File: config.mk
export PLATFORM = sky130hd
export DESIGN_NAME = sfc_top
export DESIGN_NICKNAME = d
export VERILOG_FILES = /design/src/hdl/sfc_pkg.sv /design/src/hdl/sfc_top.sv
export SDC_FILE = /design/constraint.sdc
export NUM_CORES = 1
export LEC_CHECK = 0
export ABC_CLOCK_PERIOD_IN_PS = 19000
export BUFFER_PORTS_ARGS = -buffer_cell sky130_fd_sc_hd__buf_2
export CELL_PAD_IN_SITES_DETAIL_PLACEMENT = 1
export CELL_PAD_IN_SITES_GLOBAL_PLACEMENT = 1
export CORE_AREA = 2 2 228 230
export DETAILED_ROUTE_END_ITERATION = 6
export DIE_AREA = 0 0 230 232
export PLACE_DENSITY_LB_ADDON = 0.1
export SYNTH_ARGS = -nofsm -noshare
export SYNTH_HDL_FRONTEND = slang
export SYNTH_SLANG_ARGS = --single-unit
File: constraint.sdc
create_clock -name i_clk -period 19 [get_ports i_clk]
set_input_delay 3.8 -clock i_clk [delete_from_list [all_inputs] [get_ports i_clk]]
set_output_delay 3.8 -clock i_clk [all_outputs]
set_load 0.03 [all_outputs]
File: src/hdl/sfc_pkg.sv
// Package for the sequence frame control block.
// Assumes a 100 MHz port clock and a plain register port.
package sfc_pkg;
    // Clock and timeouts
    localparam int CLK_PERIOD_NS = 10;
    localparam int RA_TOV_MS     = 10000;   // Resource allocation timeout, ms
    localparam int ED_TOV_MS     = 2000;    // Error detect timeout, ms
    localparam int RA_TOV_CYC    = RA_TOV_MS * 100000;
    localparam int ED_TOV_CYC    = ED_TOV_MS * 100000;

    // Frame control field bit positions
    localparam int FC_XCHG_CTX = 23;
    localparam int FC_SEQ_CTX  = 22;
    localparam int FC_FIRST    = 21;
    localparam int FC_LAST     = 20;
    localparam int FC_END      = 19;
    localparam int FC_INIT     = 18;

    // Sizes
    localparam int NUM_RR  = 4;   // Recovered range entries
    localparam int QW      = 16;  // Qualifier width
    localparam int CNT_W   = 32;
    localparam int CRED_W  = 8;
    localparam logic [CRED_W-1:0] CREDIT_RST = 8'h10;

    // Register offsets
    localparam logic [3:0] REG_CTRL   = 4'h0;
    localparam logic [3:0] REG_STATUS = 4'h4;
    localparam logic [3:0] REG_CREDIT = 4'h8;

    // Sequence kinds
    typedef enum logic [1:0] {
        SFC_SEQ_FIRST = 2'b00,
        SFC_SEQ_MID   = 2'b01,
        SFC_SEQ_LAST  = 2'b10
    } sfc_seq_e;
endpackage

File: src/hdl/sfc_top.sv
// Sequence frame control: frame header bits, hold-off, recovered ranges,
// and acknowledgement credit recovery.
// Assumes synchronous frame strobes from the local sequence engine.
//
// Operation
// - First sequence: contexts 0, first set, end on last, initiative on later.
// - Status sequence: exchange context 1, last set, end on final frame.
// - After init, hold off new sequences for one resource timeout.
// - Add a recovered range entry on each abnormal termination while an entry is free.
// - Drop each entry when its resource timeout has elapsed.
// - Block data frames whose qualifier lies inside an active entry.
// - Out-of-order acks: lost credit returns only after error timeout.
// - Ordered acks: one ack returns credit for all counts up to it.
//
//------------------------------------------------------------
// Interface notes
//------------------------------------------------------------
// Sequence engine side
//   i_seq_start is a one-cycle request for a new sequence.
//   It is taken only with no sequence active and the hold-off over.
//   A refused start is dropped silently, with no grant pulse.
//   o_seq_grant pulses one cycle after a taken start.
//   i_seq_lo and i_seq_hi give the qualifier range of the sequence.
//   That range is kept until the sequence ends or is aborted.
//   i_frame_req asks for one frame of the active sequence.
//   i_frame_last marks the frame that closes the sequence.
//   o_frame_send or o_frame_block pulses one cycle after a request made while a sequence is active and without i_abort.
//   o_frame_control_field holds the header of the last sent frame.
//   A blocked frame leaves the header and the credit untouched.
//   i_abort ends the active sequence and records its range.
//
// Recovered ranges
//   Four entries, each with its own ageing counter.
//   An abort with all four entries in use records nothing.
//   A frame whose qualifier lies in any live entry is blocked.
//   Entries age out one resource timeout after they were made.
//
// Hold-off
//   Armed by reset and by a port init seen after the synchroniser.
//   A long init level keeps the hold-off rearmed until it drops.
//   No sequence is granted while the hold-off runs.
//
// Credit
//   Credit starts at CREDIT_RST and drops by one per sent frame.
//   A frame requested with no credit left is blocked.
//   Out-of-order mode: each ack returns one credit.
//   Out-of-order mode: a short credit with no sequence active
//   is restored in full after one error-detect timeout.
//   Ordered mode: an ack returns credit for every outstanding
//   frame whose count is at or below the acknowledged count.
//   The count base is the first frame sent with nothing owed.
//   Credit never climbs above CREDIT_RST, so a late or repeated
//   ack cannot create credit that the far side never gave.
//
// Register port
//   Offset 0x0: control, bit 0 selects ordered acknowledgements.
//   Offset 0x4: status, bit 0 hold-off, bit 1 active,
//               bits 5:2 recovered range entries in use.
//   Offset 0x8: credit, bits 7:0.
//   Other offsets read as zero; writes to them are ignored.
//   Read data stand for one cycle after the read strobe only.
//   The port never inserts wait states.
//
// Limitations
//   Only one sequence is tracked at a time.
//   Sequence counts wrap at 16 bits; ordered mode assumes that
//   no wrap falls between the ack base and the acknowledged count.
//   Timeouts are parameters; short values suit simulation only.
`timescale 1ns/1ps
module sfc_top
    import sfc_pkg::*;
#(
    parameter int RA_CYC = RA_TOV_CYC,
    parameter int ED_CYC = ED_TOV_CYC
) (
    input  wire logic             i_clk,
    input  wire logic             i_reset,
    input  wire logic             i_port_init,
    input  wire logic             i_seq_start,
    input  wire sfc_seq_e         i_seq_kind,
    input  wire logic [QW-1:0]    i_seq_lo,
    input  wire logic [QW-1:0]    i_seq_hi,
    input  wire logic             i_frame_req,
    input  wire logic             i_frame_last,
    input  wire logic [QW-1:0]    i_frame_qual,
    input  wire logic [15:0]      i_frame_frame_sequence_count,
    input  wire logic             i_abort,
    input  wire logic             i_ack_valid,
    input  wire logic [15:0]      i_ack_frame_sequence_count,
    input  wire logic [3:0]       i_addr,
    input  wire logic [31:0]      i_wdata,
    input  wire logic             i_wr,
    input  wire logic             i_rd,
    output logic                  o_seq_grant,
    output logic                  o_frame_send,
    output logic                  o_frame_block,
    output logic [23:0]           o_frame_control_field,
    output logic [31:0]           o_rdata
);
    //------------------------------------------------------------
    // State
    //------------------------------------------------------------
    typedef struct packed {
        logic [CNT_W-1:0]          hold_cnt;
        logic                      hold;
        logic                      active;
        sfc_seq_e                  kind;
        logic                      not_first_frame;
        logic [NUM_RR-1:0]         rr_vld;
        logic [NUM_RR-1:0][QW-1:0] rr_lo;
        logic [NUM_RR-1:0][QW-1:0] rr_hi;
        logic [NUM_RR-1:0][CNT_W-1:0] rr_cnt;
        logic [QW-1:0]             cur_lo;
        logic [QW-1:0]             cur_hi;
        logic                      ordered_acks;
        logic [15:0]               sent_cnt;
        logic [15:0]               acked_cnt;
        logic [CRED_W-1:0]         credit;
        logic [CNT_W-1:0]          ed_cnt;
        logic                      send;
        logic                      block;
        logic                      grant;
        logic [23:0]               fcf;
        logic [31:0]               rdata;
    } sfc_state_s;

    sfc_state_s st_r;
    sfc_state_s st_nxt;

    // Port init arrives from the link side, synchronise it
    logic init_s1_r;
    logic init_s2_r;
    always_ff @(posedge i_clk) begin
        init_s1_r <= i_port_init;
        init_s2_r <= init_s1_r;
    end

    //------------------------------------------------------------
    // Next state
    //------------------------------------------------------------
    always_comb begin
        logic [NUM_RR-1:0] hit;
        logic              placed;
        logic [15:0]       delta;
        st_nxt        = st_r;
        hit           = '0;
        placed        = 1'b0;
        delta         = 16'h0000;
        st_nxt.send   = 1'b0;
        st_nxt.block  = 1'b0;
        st_nxt.grant  = 1'b0;
        st_nxt.rdata  = 32'h0000_0000;

        // Hold-off after port initialisation
        if (init_s2_r) begin
            st_nxt.hold     = 1'b1;
            st_nxt.hold_cnt = CNT_W'(RA_CYC);
        end else if (st_r.hold) begin
            if (st_r.hold_cnt <= CNT_W'(1)) begin
                st_nxt.hold = 1'b0;
            end
            st_nxt.hold_cnt = st_r.hold_cnt - CNT_W'(1);
        end

        // Recovered range ageing
        for (int i = 0; i < NUM_RR; i++) begin
            if (st_r.rr_vld[i]) begin
                if (st_r.rr_cnt[i] <= CNT_W'(1)) begin
                    st_nxt.rr_vld[i] = 1'b0;
                end
                st_nxt.rr_cnt[i] = st_r.rr_cnt[i] - CNT_W'(1);
                if (i_frame_qual >= st_r.rr_lo[i] &&
                    i_frame_qual <= st_r.rr_hi[i]) begin
                    hit[i] = 1'b1;
                end
            end
        end

        // Abnormal termination records the sequence range
        if (i_abort && st_r.active) begin
            st_nxt.active = 1'b0;
            for (int i = 0; i < NUM_RR; i++) begin
                if (!placed && !st_nxt.rr_vld[i]) begin
                    st_nxt.rr_vld[i] = 1'b1;
                    st_nxt.rr_lo[i]  = st_r.cur_lo;
                    st_nxt.rr_hi[i]  = st_r.cur_hi;
                    st_nxt.rr_cnt[i] = CNT_W'(RA_CYC);
                    placed           = 1'b1;
                end
            end
        end

        // Sequence start
        if (i_seq_start && !st_r.active && !st_r.hold && !init_s2_r) begin
            st_nxt.active          = 1'b1;
            st_nxt.grant           = 1'b1;
            st_nxt.kind            = i_seq_kind;
            st_nxt.not_first_frame = 1'b0;
            st_nxt.cur_lo          = i_seq_lo;
            st_nxt.cur_hi          = i_seq_hi;
        end

        // Frame header generation
        if (i_frame_req && st_r.active && !i_abort) begin
            if (|hit || st_r.credit == '0) begin
                st_nxt.block = 1'b1;
            end else begin
                st_nxt.send   = 1'b1;
                st_nxt.credit = st_r.credit - CRED_W'(1);
                st_nxt.sent_cnt = i_frame_frame_sequence_count;
                // Nothing owed: this frame's count is the ack base
                if (st_r.credit == CREDIT_RST) begin
                    st_nxt.acked_cnt = i_frame_frame_sequence_count;
                end
                st_nxt.fcf    = 24'h00_0000;
                st_nxt.fcf[FC_END] = i_frame_last;
                case (st_r.kind)
                    SFC_SEQ_FIRST: begin
                        st_nxt.fcf[FC_FIRST] = 1'b1;
                        st_nxt.fcf[FC_INIT]  = st_r.not_first_frame;
                    end
                    SFC_SEQ_MID: begin
                        st_nxt.fcf[FC_XCHG_CTX] = 1'b1;
                    end
                    SFC_SEQ_LAST: begin
                        st_nxt.fcf[FC_XCHG_CTX] = 1'b1;
                        st_nxt.fcf[FC_LAST]     = 1'b1;
                    end
                    default: begin
                        st_nxt.fcf = 24'h00_0000;
                    end
                endcase
                st_nxt.not_first_frame = 1'b1;
                if (i_frame_last) begin
                    st_nxt.active = 1'b0;
                end
            end
        end

        // Credit recovery from acknowledgements
        if (st_r.ordered_acks) begin
            if (i_ack_valid && i_ack_frame_sequence_count >= st_r.acked_cnt) begin
                delta = i_ack_frame_sequence_count - st_r.acked_cnt + 16'h0001;
                // Never return more than is outstanding
                if (delta > {8'h00, CREDIT_RST - st_nxt.credit}) begin
                    delta = {8'h00, CREDIT_RST - st_nxt.credit};
                end
                st_nxt.credit = st_nxt.credit + delta[CRED_W-1:0];
                st_nxt.acked_cnt = i_ack_frame_sequence_count + 16'h0001;
            end
        end else begin
            if (i_ack_valid && st_nxt.credit != CREDIT_RST) begin
                st_nxt.credit = st_nxt.credit + CRED_W'(1);
                st_nxt.acked_cnt = st_r.acked_cnt + 16'h0001;
            end
            // Outstanding frames left after the error timeout are restored
            if (st_r.credit != CREDIT_RST && !st_r.active) begin
                if (st_r.ed_cnt <= CNT_W'(1)) begin
                    st_nxt.credit = CREDIT_RST;
                    st_nxt.ed_cnt = CNT_W'(ED_CYC);
                end else begin
                    st_nxt.ed_cnt = st_r.ed_cnt - CNT_W'(1);
                end
            end else begin
                st_nxt.ed_cnt = CNT_W'(ED_CYC);
            end
        end

        // Register writes
        if (i_wr && i_addr == REG_CTRL) begin
            st_nxt.ordered_acks = i_wdata[0];
        end

        // Register reads
        if (i_rd) begin
            case (i_addr)
                REG_CTRL:   st_nxt.rdata = {31'h0, st_r.ordered_acks};
                REG_STATUS: st_nxt.rdata = {26'h0, st_r.rr_vld,
                                            st_r.active, st_r.hold};
                REG_CREDIT: st_nxt.rdata = {24'h0, st_r.credit};
                default:    st_nxt.rdata = 32'h0000_0000;
            endcase
        end
    end

    //------------------------------------------------------------
    // Registers
    //------------------------------------------------------------
    always_ff @(posedge i_clk) begin
        if (i_reset) begin
            st_r        <= '0;
            st_r.hold   <= 1'b1;
            st_r.hold_cnt <= CNT_W'(RA_CYC);
            st_r.credit <= CREDIT_RST;
            st_r.ed_cnt <= CNT_W'(ED_CYC);
        end else begin
            st_r <= st_nxt;
        end
    end

    // Outputs
    assign o_seq_grant           = st_r.grant;
    assign o_frame_send          = st_r.send;
    assign o_frame_block         = st_r.block;
    assign o_frame_control_field = st_r.fcf;
    assign o_rdata               = st_r.rdata;
endmodule

# Yosys cells after proc, flatten, opt, wreduce, memory -nomap -nowiden
# Cells that the tools add are included.
word_totals:
  in_bits: 128
  reg_bits: 428
op_classes:
  eq_ne: 7
  magnitude_cmp: 16
  reduce_logical: 42
  addsub: 14
  mux: 73
  n_bitwise: 4
ops:
  columns: ["operator", "count"]
  rows:
  - ["two-way mux 32 bit", 10]
  - ["two-way mux 260 bit", 1]
  - ["less-or-equal comparator 32 x 1 -> 1 bit (second input constant)", 6]
  - ["subtractor 32 x 1 -> 32 bit (second input constant)", 6]
  - ["two-way mux 16 bit", 9]
  - ["two-way mux 24 bit", 5]
  - ["greater-or-equal comparator 16 bit", 5]
  - ["less-or-equal comparator 16 bit", 4]
  - ["adder 16 x 1 -> 16 bit (second input constant)", 3]
  - ["two-way mux 1 bit", 41]
  - ["two-way mux 8 bit", 5]
  - ["case mux 8 bit (3 select lines)", 1]
  - ["logical AND 1 bit", 17]
  - ["greater-than comparator 16 x 8 -> 1 bit", 1]
  - ["inequality test 8 x 5 -> 1 bit (second input constant)", 2]
  - ["subtractor 16 bit", 1]
  - ["logical NOT 1 bit", 10]
  - ["AND reduction 2 bit", 5]
  - ["adder 8 x 1 -> 8 bit (second input constant)", 1]
  - ["adder 8 bit", 1]
  - ["equality test 8 x 5 -> 1 bit (second input constant)", 1]
  - ["logical NOT 8 bit", 1]
  - ["OR reduction 2 bit", 4]
  - ["subtractor 5 x 8 -> 8 bit (first input constant)", 1]
  - ["12 further kinds", 15]

# Longest topological paths before layout
# Gate-level depths: netlist of the first run.
depth:
  depth_word: 17
  depth_mapped: 41
  depth_no_buf: 40

# Least setup slack after synthesis of the first run
# No wires, ideal clock.
synth_timing:
  kind: "in2reg"
  startpoint: "input i_frame_qual[0]"
  endpoint: "register st_r[98] (netlist name)"
  n_path_buf: 1
  path_stages: 41
  setup_ps: 127
  slack_ps: 7615
  arrival_time_ps: 11259
  required_ps: 18873
  cell_sequence: "inv_1 ha_1 nand2b_1 a2111oi_0 o31a_1 o31ai_1 a221oi_2 nand3_1 nand2_1 o21ai_0 inv_1 ha_1 or4bb_1 o21ai_0 nand4_1 o211a_4 nand2_1 nand2_1 [... 5 more ...] o21ai_0 o2111ai_1 a211o_1 nor4_1 clkbuf_1 nand2_1 o21ai_0 ha_1 a21o_1 a21oi_1 o21bai_1 a21oi_1 o21bai_1 a21oi_1 xnor2_1 or3_1 a21boi_0 o32ai_1"
synth_between:
  elab_chain_cells: 16
  word_cells_on_any_way: 38
  cone_classes: "add/sub: 3; order compare: 9; eq/ne: 1; mux: 18; reduce/logical: 7"
synth_rtl:
  columns: ["element", "line_no", "source"]
  rows:
  - ["from (decl)", "sfc_top.sv:85", "input wire logic [QW-1:0] i_frame_qual,"]
  - ["greater-or-equal comparator 16 bit or less-or-equal comparator 16 bit (tied branches)", "sfc_top.sv:172, sfc_top.sv:173", null]
  - ["logical AND 1 bit", "sfc_top.sv:172", "if (i_frame_qual >= st_r.rr_lo[i] &&"]
  - ["two-way mux 1 bit", "sfc_top.sv:172", null]
  - ["two-way mux 1 bit", "sfc_top.sv:167", "if (st_r.rr_vld[i]) begin"]
  - ["OR reduction 4 bit (*)", "sfc_top.sv:205", "if (|hit || st_r.credit == '0) begin"]
  - ["logical OR 1 bit (*)", "sfc_top.sv:205", null]
  - ["two-way mux 24 bit (*)", "sfc_top.sv:205", null]
  - ["two-way mux 24 bit (*)", "sfc_top.sv:204", "if (i_frame_req && st_r.active && !i_abort) begin"]
  - ["subtractor 5 x 8 -> 8 bit", "sfc_top.sv:245, sfc_top.sv:246", null]
  - ["greater-than comparator 16 x 8 -> 1 bit", "sfc_top.sv:245", "if (delta > {8'h00, CREDIT_RST - st_nxt.credit}) begin"]
  - ["two-way mux 8 bit", "sfc_top.sv:245", null]
  - ["two-way mux 8 bit", "sfc_top.sv:242", "if (i_ack_valid && i_ack_frame_sequence_count >= st_r.acked_cnt) begin"]
  - ["two-way mux 8 bit", "sfc_top.sv:241", "if (st_r.ordered_acks) begin"]
  - ["adder 8 bit", "sfc_top.sv:248", "st_nxt.credit = st_nxt.credit + delta[CRED_W-1:0];"]
  - ["two-way mux 24 bit", "sfc_top.sv:242", null]
  - ["two-way mux 24 bit (*)", "sfc_top.sv:241", null]
  - ["to (signal assigned)", "sfc_top.sv:297", "st_r <= st_nxt;"]
  - ["to (decl)", "sfc_top.sv:127", "sfc_state_s st_r;"]
# Every way passes the cells marked *; elsewhere a longest branch is shown, timed or not. The select of a mux whose other input is x is not followed.
# A chain may end at the register's enable or synchronous reset.

# Final worst setup path of the first run
layout_timing:
  startpoint: "input i_frame_qual[11]"
  endpoint: "register st_r[98] (netlist name)"
# The elaborated chain is that of the path after synthesis.

==> metrics.txt, run 1 <==
total core area=about 50,000 um^2; crit share post-route=between 60% and 70%; DRT antenna net count=0; largest family of logic cells by synthesized area=simple AND/OR/NAND/NOR gates; syn avg cell area=7.90 um^2; CTS resizes=0; DIE WIDTH=230 um; Critical Path Fanout Max=12; GPL Wtd Cong=approximately 0.80; CTS Buf Count=47; slew margin rel.=about a fifth; xor/xnor cell area share of the yosys netlist=around 8.3%; Initial Util=roughly 45%; Hold Path Class=flip-flop to flip-flop; Crit path max-delay family=compound AO/OA/AOI/OAI gates; layout cell share with drive strength beyond 1=roughly 8.4%; required time of the critical path=just under 20 ns; first-pass GRT wire length=108 mm; H-tree Lvls=2; WL final=between 60 and 70 mm; CTS Hold Bufs=0; RSZ-0062 raised after global routing=no; clock root buffer=clkbuf_16; slowest stage delay, CP=~0.60 ns; Max-Cap Viols=0; Post-synth ARST share=0%; fillers=just over 6,000; Yosys cell types=72; critical path type=primary input to flip-flop; Simple-Gate Fraction of Synth Area=22.1%; # setup viols final=0; pin count of the biggest net entering global routing=approximately 110; sequential-to-total area share from yosys stat=roughly 36%; Post-Synth Adder-Cell Area=around 12%; Sink Count=between 400 and 500; DRC Markers=0; multiplexer area fraction after synthesis=under 10%; nets=about 3,300; initial drt markers=925; YS warnings=0; HPWL Detailed=47.0 mm; Worst Setup Start Kind=primary input; Non-Filler Instances=3,636; Post-synth top flop=dfxtp_1; global-route usage over all layers=roughly a quarter; Yosys reg bits=roughly 400; Placed Cells incl. Taps=roughly 3,600; initial antenna violation count=1; synthesized cell area=22,700 um^2; Ant. Diodes=0; FMAX=a little under 0.08 GHz; fin crit period=about 13 ns; DIE AREA=53,400 um^2; Ports=about 190; port bufs=about 110; Multi-input gate area=between 10,000 and 15,000 um^2; Post-CTS Setup Inserts=0; row count=a little over 80; PD cells=81.3 nW/um^2; routed vias=19,800; critical path's slowest cell=nand3_1; Arrival @ worst endpoint=roughly 13 ns; Worst path most repeated cell=o21ai_0; DRT Pass-1 Iters=4; CP Capture Type=flip-flop; global-route congestion overflow total=0; Bufs and invs on worst path=3; area grow syn2layout=11.6%; skew final=~0.023 ns; largest area contributor in the netlist=dfxtp_1; setup TNS=0 ns; peak supply drop=approximately 0.08 mV; Longest Clk Path Bufs=3; clock-pin slew on the worst setup and hold paths=about 0.06 ns; via/cell ratio=between 5 and 6; Fin. Hold Viols=0; Slew Limit Fails=0; top cell types by occurrence after synthesis=nand2_1, dfxtp_1, a21oi_1, nor2_1, inv_1; slew at the pin closest to its max-slew limit=approximately 1.2 ns; vias in the first global route=about 21,000; largest cells by area after synthesis=dfxtp_1, ha_1, nand2_1; Synth Instances=roughly 2,900; DR WL/cell=between 15 and 20 um; CTS tree=built; cell with the most instances after synthesis=nand2_1; Clock Latency Late Sink=between 0.5 and 0.6 ns; sequential standard cell area=8090 um^2; Compound-Gate Fraction of Synth Area=between 10% and 20%; status=finished clean; EDFF count, synth=0; LEAKAGE=~9.5 nW; die height=about 230 um; Synth top area share=35.6%
-- metal layers --
layer  wire [um]  global-route usage [%]
met1       29200                    30.2
met2       33000                    45.5
met3        2230                    3.22
met4        1770                    7.58
met5           0                       0
-- final timing paths --
kind	startpoint	to	slack, ns	depth (start not counted)
worst min-delay path	init_s1_r	init_s2_r	0.33	0
worst min register to register	init_s1_r	init_s2_r	0.33	0
worst max register to register	st_r[319]	st_r[98]	9.49	41
worst max-delay path	i_frame_qual[11]	st_r[98]	6.41	41
-- report_power, final --
part | internal [mW] | switching [mW] | leakage (nW)
registers | 0.851 | 0.00403 | 3.26
logic | 0.0609 | 0.111 | 5.39
clock network | 0.651 | 0.382 | 0.855
-- kinds of logic after synthesis --
group / count (synthesis)
other: 1
xor gates and xnor gates: 216
muxes: 26
buffers and inverters: 383
AOI/OAI and AO/OA: 531
adders and majority gates: 205
and+or+nand+nor: 1106
DFF: 404
-- area by class of cell --
| type | count | area share [%] |
|---|---|---|
| timing repair buffer | 131 | 2.81 |
| inverter | 211 | 3.13 |
| sequential | 404 | 31.9 |
| clock inverter | 24 | 1.76 |
| multi-input combinational | 2127 | 51.8 |
| clock buffer | 59 | 5.18 |
| tap | 680 | 3.36 |
-- layout by cell type (no fill, tap or decap), types with 47 or more instances in the layout --
cell type	n
a21oi_1	330
nor2_1	246
inv_1	211
ha_1	196
o21ai_0	66
nor4_1	51
buf_2	111
dfxtp_1	404
xor2_1	56
clkbuf_16	47
nand2_1	498
xnor2_1	160
nor3_1	71
-- flip-flops by register name, indices dropped and copies added (netlist names) --
signal                 flops
st_r                     386
o_rdata                    8
o_frame_control_field      5
init_s1_r                  1
init_s2_r                  1
o_frame_block              1
o_frame_send               1
o_seq_grant                1
-- metrics by stage --
stage	hold slack, ns	utilization (%)	cell area, um^2	total power, mW	worst slack, ns
2_1_floorplan	0.310	-	22900	0.995	7.61
3_3_place_gp	0.318	46.3	23600	1.04	6.15
4_1_cts	0.339	49.8	25300	2.09	6.50
6_report	0.332	49.8	25300	2.06	6.41
3_5_place_dp	0.318	46.3	23600	1.04	5.89
5_1_grt	0.352	49.8	25300	2.14	5.65
Note: power is estimated with default switching activity, not from simulation.
==> run 2: changes to the inputs <==
Settings changed: ABC_CLOCK_PERIOD_IN_PS 19000 to 11100, CORE_AREA 2 2 228 230 to 2 2 239 241, DIE_AREA 0 0 230 232 to 0 0 241 243.
Clock period 19 ns to 11.1 ns, I/O delays scaled along.
==> metrics.txt, run 2 (synthesis results as in run 1) <==
commonest non-fill, non-tap cell in the layout=nand2_1; max reg flops=~390; initial drt markers=between 700 and 800; CTS tree=built; Clock Latency Late Sink=approximately 0.6 ns; worst r2r dst=st_r[98]; total core area=about 56,000 um^2; pin count of the biggest net entering global routing=115; DRT antenna net count=0; clock root buffer=clkbuf_16; LEAKAGE=approximately 9.5 nW; first-pass GRT wire length=between 100 and 150 mm; setup TNS=0 ns; FMAX=slightly below 0.1 GHz; Hold Path End=init_s2_r; status=finished clean; RSZ-0062 raised after global routing=no; GPL Wtd Cong=~0.83; Worst R2R Setup Slack=2.43 ns; DRT Pass-1 Iters=5; die height=~240 um; Arrival @ worst endpoint=~11 ns; peak supply drop=around 0.11 mV; routed vias=approximately 20,000; layout cell share with drive strength beyond 1=just over 8%; port bufs=approximately 110; nets=roughly 3,300; crit share post-route=~92%; Worst R2R Path Depth=39; HPWL Detailed=47.8 mm; DR WL/cell=~18 um; worst r2r src=st_r[319]; required time of the critical path=~12 ns; final core occ=a little under half; global-route congestion overflow total=0; via/cell ratio=about 5.3; slew margin rel.=about a third; Worst Setup Start Kind=primary input; # setup viols final=0; CTS Buf Count=48; PD cells=roughly 130 nW/um^2; H-tree Lvls=2; commonest non-fill, non-tap cells in the layout=nand2_1, dfxtp_1, a21oi_1, nor2_1, inv_1; vias in the first global route=between 20,000 and 25,000; area grow syn2layout=11.4%; slew at the pin closest to its max-slew limit=around 1.0 ns; worst hold start=init_s1_r; Hold Slack=0.327 ns; Hold Path Class=flip-flop to flip-flop; Post-CTS Setup Inserts=0; Sink Count=approximately 400; Reg with most FFs=st_r; clock-pin slew on the worst setup and hold paths=~0.060 ns; CTS Hold Bufs=0; Max-Cap Viols=0; DIE WIDTH=approximately 240 um; Slew Limit Fails=0; skew final=around 0.018 ns; fin crit period=~10 ns; critical path type=primary input to flip-flop; CTS resizes=0; initial antenna violation count=2; Longest Clk Path Bufs=3; DIE AREA=a little under 60,000 um^2; Ports=about 190; global-route usage over all layers=22.9%; Initial Util=approximately two fifths; DRC Markers=0; hold depth=0; fillers=6,853; slowest stage delay, CP=~0.5 ns; Critical Path Fanout Max=8; Fin. Hold Viols=0; CP Capture Type=flip-flop; critical path's slowest cell=or4bb_1; row count=87; WL final=between 60 and 70 mm
-- run 2: changes by cell type in the layout (fill, tap and decap cells not counted) --
cell	change
clkinv_4	-2
bufinv_16	-8
inv_6	-3
clkbuf_1	+8
diode_2	+1
clkbuf_16	+3
clkinv_2	+5
clkbuf_8	-2
clkinvlp_4	-3
clkinv_8	+1
buf_4	+5
-- run 2: worst max-delay path: cells and delay by family --
kind | cells | cell delay, ns
AO/OA/AOI/OAI | 18 | 3.39
multiplexers | 1 | 0.24
buffers and inverters | 3 | 0.57
AND/OR/NAND/NOR | 9 | 2.42
adder cells (fa/ha/maj) | 4 | 1.22
XOR/XNOR | 3 | 0.52
-- run 2: report_power, final --
group	total, mW	internal [mW]	switching [mW]
Combinational	0.295	0.105	0.191
Sequential	1.46	1.46	0.00739
Clock	1.60	0.958	0.641
Total	3.36	2.52	0.839
-- run 2: area by class of cell --
| type | instances | area (um^2) | area share, % |
|---|---|---|---|
| multi-input cells | 2127 | 13100 | 51.9 |
| flip-flops and latches | 404 | 8090 | 32.0 |
| clock buffers | 68 | 1390 | 5.49 |
| well taps | 756 | 946 | 3.74 |
| inverters | 211 | 792 | 3.13 |
| repair buffers | 136 | 749 | 2.96 |
| clock inverters | 14 | 181 | 0.718 |
| diodes | 1 | 2.50 | 0.00990 |
-- run 2: metal layers --
metal	GRT usage, %	vias up	part of all wire [%]
li1	-	9699	-
met5	0	-	0.036
met3	2.96	118	3.3
met4	8.30	4	3.2
met2	39.6	296	48
met1	28.8	9589	45
-- run 2: metrics by stage --
| step | cell area, um^2 | setup WS, ns | total power, mW | cells |
|---|---|---|---|---|
| 5_1_grt | 25300 | 0.246 | 3.50 | 3716 |
| 4_1_cts | 25300 | 0.967 | 3.41 | 3716 |
| 3_5_place_dp | 23700 | 0.364 | 1.79 | 3634 |
| 6_report | 25300 | 0.931 | 3.36 | 3717 |
| 3_3_place_gp | 23700 | 0.530 | 1.78 | 3634 |
| 2_1_floorplan | 22900 | 1.29 | 1.70 | 2914 |
-- run 2: worst max path at each step --
| stage | slack (ns) | cells past startpoint | end | startpoint |
|---|---|---|---|---|
| 2_1_floorplan | 1.29 | 41 | st_r[98] | i_frame_qual[0] |
| 3_3_place_gp | 0.53 | 39 | st_r[98] | i_frame_qual[11] |
| 3_5_place_dp | 0.36 | 38 | st_r[98] | i_frame_qual[11] |
| 4_1_cts | 0.97 | 38 | st_r[98] | i_frame_qual[11] |
| 5_1_grt | 0.25 | 38 | st_r[98] | i_frame_qual[11] |
| 6_report | 0.93 | 38 | st_r[98] | i_frame_qual[11] |
==> run 3: changes to the inputs <==
Settings changed: CORE_AREA 2 2 239 241 to 2 2 242 244, DIE_AREA 0 0 241 243 to 0 0 244 246.
==> metrics.txt, run 3 (synthesis results as in run 1) <==
final worst setup slack=0.958 ns; status=finished clean; commonest non-fill, non-tap cell in the layout=nand2_1; Ports=about 190; die height=roughly 250 um; layout cell share with drive strength beyond 1=approximately 8.4%; Post-CTS Setup Inserts=0; crit share post-route=91.4%; CTS tree=built; DRT Pass-1 Iters=5; Fin. Hold Viols=0; Longest Clk Path Bufs=3; port bufs=~110; H-tree Lvls=2; global-route congestion overflow total=0; max reg flops=roughly 390; DIE AREA=60,000 um^2; Arrival @ worst endpoint=10.59 ns; DIE WIDTH=about 240 um; FMAX=around 0.099 GHz; nets=3,262; HPWL Detailed=between 40 and 50 mm; critical path type=primary input to flip-flop; Hold Path Class=flip-flop to flip-flop; CP Capture Type=flip-flop; initial antenna violation count=2; Slew Limit Fails=0; required time of the critical path=between 10 and 15 ns; Max-Cap Viols=0; critical path's slowest cell=nor4_1; Bufs and invs on worst path=2; commonest non-fill, non-tap cells in the layout=nand2_1, dfxtp_1, a21oi_1, nor2_1, inv_1; CTS Buf Count=48; pin count of the biggest net entering global routing=100; initial drt markers=between 700 and 800; setup TNS=0 ns; hold depth=0; peak supply drop=between 0.1 and 0.15 mV; DRC Markers=0; clock root buffer=clkbuf_16; Worst R2R Path Depth=39; DRT antenna net count=0; first-pass GRT wire length=109 mm; row count=between 80 and 90; area grow syn2layout=11.6%; slew at the pin closest to its max-slew limit=approximately 1.1 ns; CTS Hold Bufs=0; routed vias=about 20,000; Critical Path Fanout Max=8; PD cells=134 nW/um^2; Worst path depth=39; Reg with most FFs=st_r; dpl ws=0.358 ns; global-route usage over all layers=a little under a quarter; fin crit period=10.14 ns; slew margin rel.=roughly a quarter; Clock Latency Late Sink=just under 0.6 ns; Sink Count=approximately 400; LEAKAGE=between 9 and 10 nW; GPL Wtd Cong=0.802; # setup viols final=0; Worst Setup Start Kind=primary input; skew final=between 0.02 and 0.03 ns; slowest stage delay, CP=0.53 ns; Initial Util=roughly two fifths; DR WL/cell=18.3 um; via/cell ratio=between 5 and 6; total core area=roughly 57,000 um^2; clock-pin slew on the worst setup and hold paths=0.06 ns; Crit path max-delay family=compound AO/OA/AOI/OAI gates; WL final=~68 mm; RSZ-0062 raised after global routing=no; CTS resizes=0; vias in the first global route=roughly 21,000
## run 3: cell types whose count changed in the layout (fill, tap and decap cells not counted), sizes merged
cell	before	now
clkbuf	69	72
diode	1	2
clkinv	10	6
buf	135	136
clkinvlp	0	4
## run 3: path summary, 6_finish.rpt
| kind | from | end | slack, ns |
|---|---|---|---|
| worst min-delay path | init_s1_r | init_s2_r | 0.34 |
| worst max register to register | st_r[305] | st_r[98] | 2.47 |
| worst min register to register | init_s1_r | init_s2_r | 0.34 |
| worst max-delay path | i_frame_qual[11] | st_r[98] | 0.96 |
## run 3: worst reg2reg max path: cells and delay by family (launching register included)
kind                       cells  cell delay [ns]
AOI/OAI and AO/OA             20             3.76
xor gates and xnor gates       3             0.57
adders and majority gates      4             1.07
buffers and inverters          2             0.21
DFF                            1             0.34
and+or+nand+nor               10             2.54
## run 3: area by class of cell
type	instances	area [um^2]
Sequential cell	404	8090
Tap cell	765	957
Inverter	211	792
Clock buffer	71	1430
Multi-Input combinational cell	2127	13100
Antenna cell	2	5.00
Fill cell	6957	32000
Timing Repair Buffer	137	757
Clock inverter	14	184
## run 3: power breakdown
| part | switching [mW] | internal [mW] | leakage, nW | total, mW |
|---|---|---|---|---|
| sequential | 0.00710 | 1.46 | 3.26 | 1.46 |
| clock | 0.647 | 0.979 | 0.783 | 1.63 |
| combinational | 0.191 | 0.105 | 5.42 | 0.296 |
## run 3: metrics by stage
step                power (mW)  hold WS, ns  util (%)  cells  instance area [um^2]
finish                    3.39        0.339      44.2   3731                 25300
detailed placement        1.79        0.325      41.4   3644                 23700
global placement          1.78        0.317      41.4   3644                 23700
CTS                       3.43        0.340      44.2   3729                 25300
floorplan                 1.70        0.310         -   2914                 22900
global route              3.53        0.344      44.2   3730                 25300
## run 3: metal layers
metal	global-route usage (%)	share of wire [%]	vias to the layer above
met4	7.21	3.0	2
met5	0	0.019	-
met1	27.7	45	9634
met3	2.96	2.8	108
met2	40.8	49	247
li1	-	-	9701
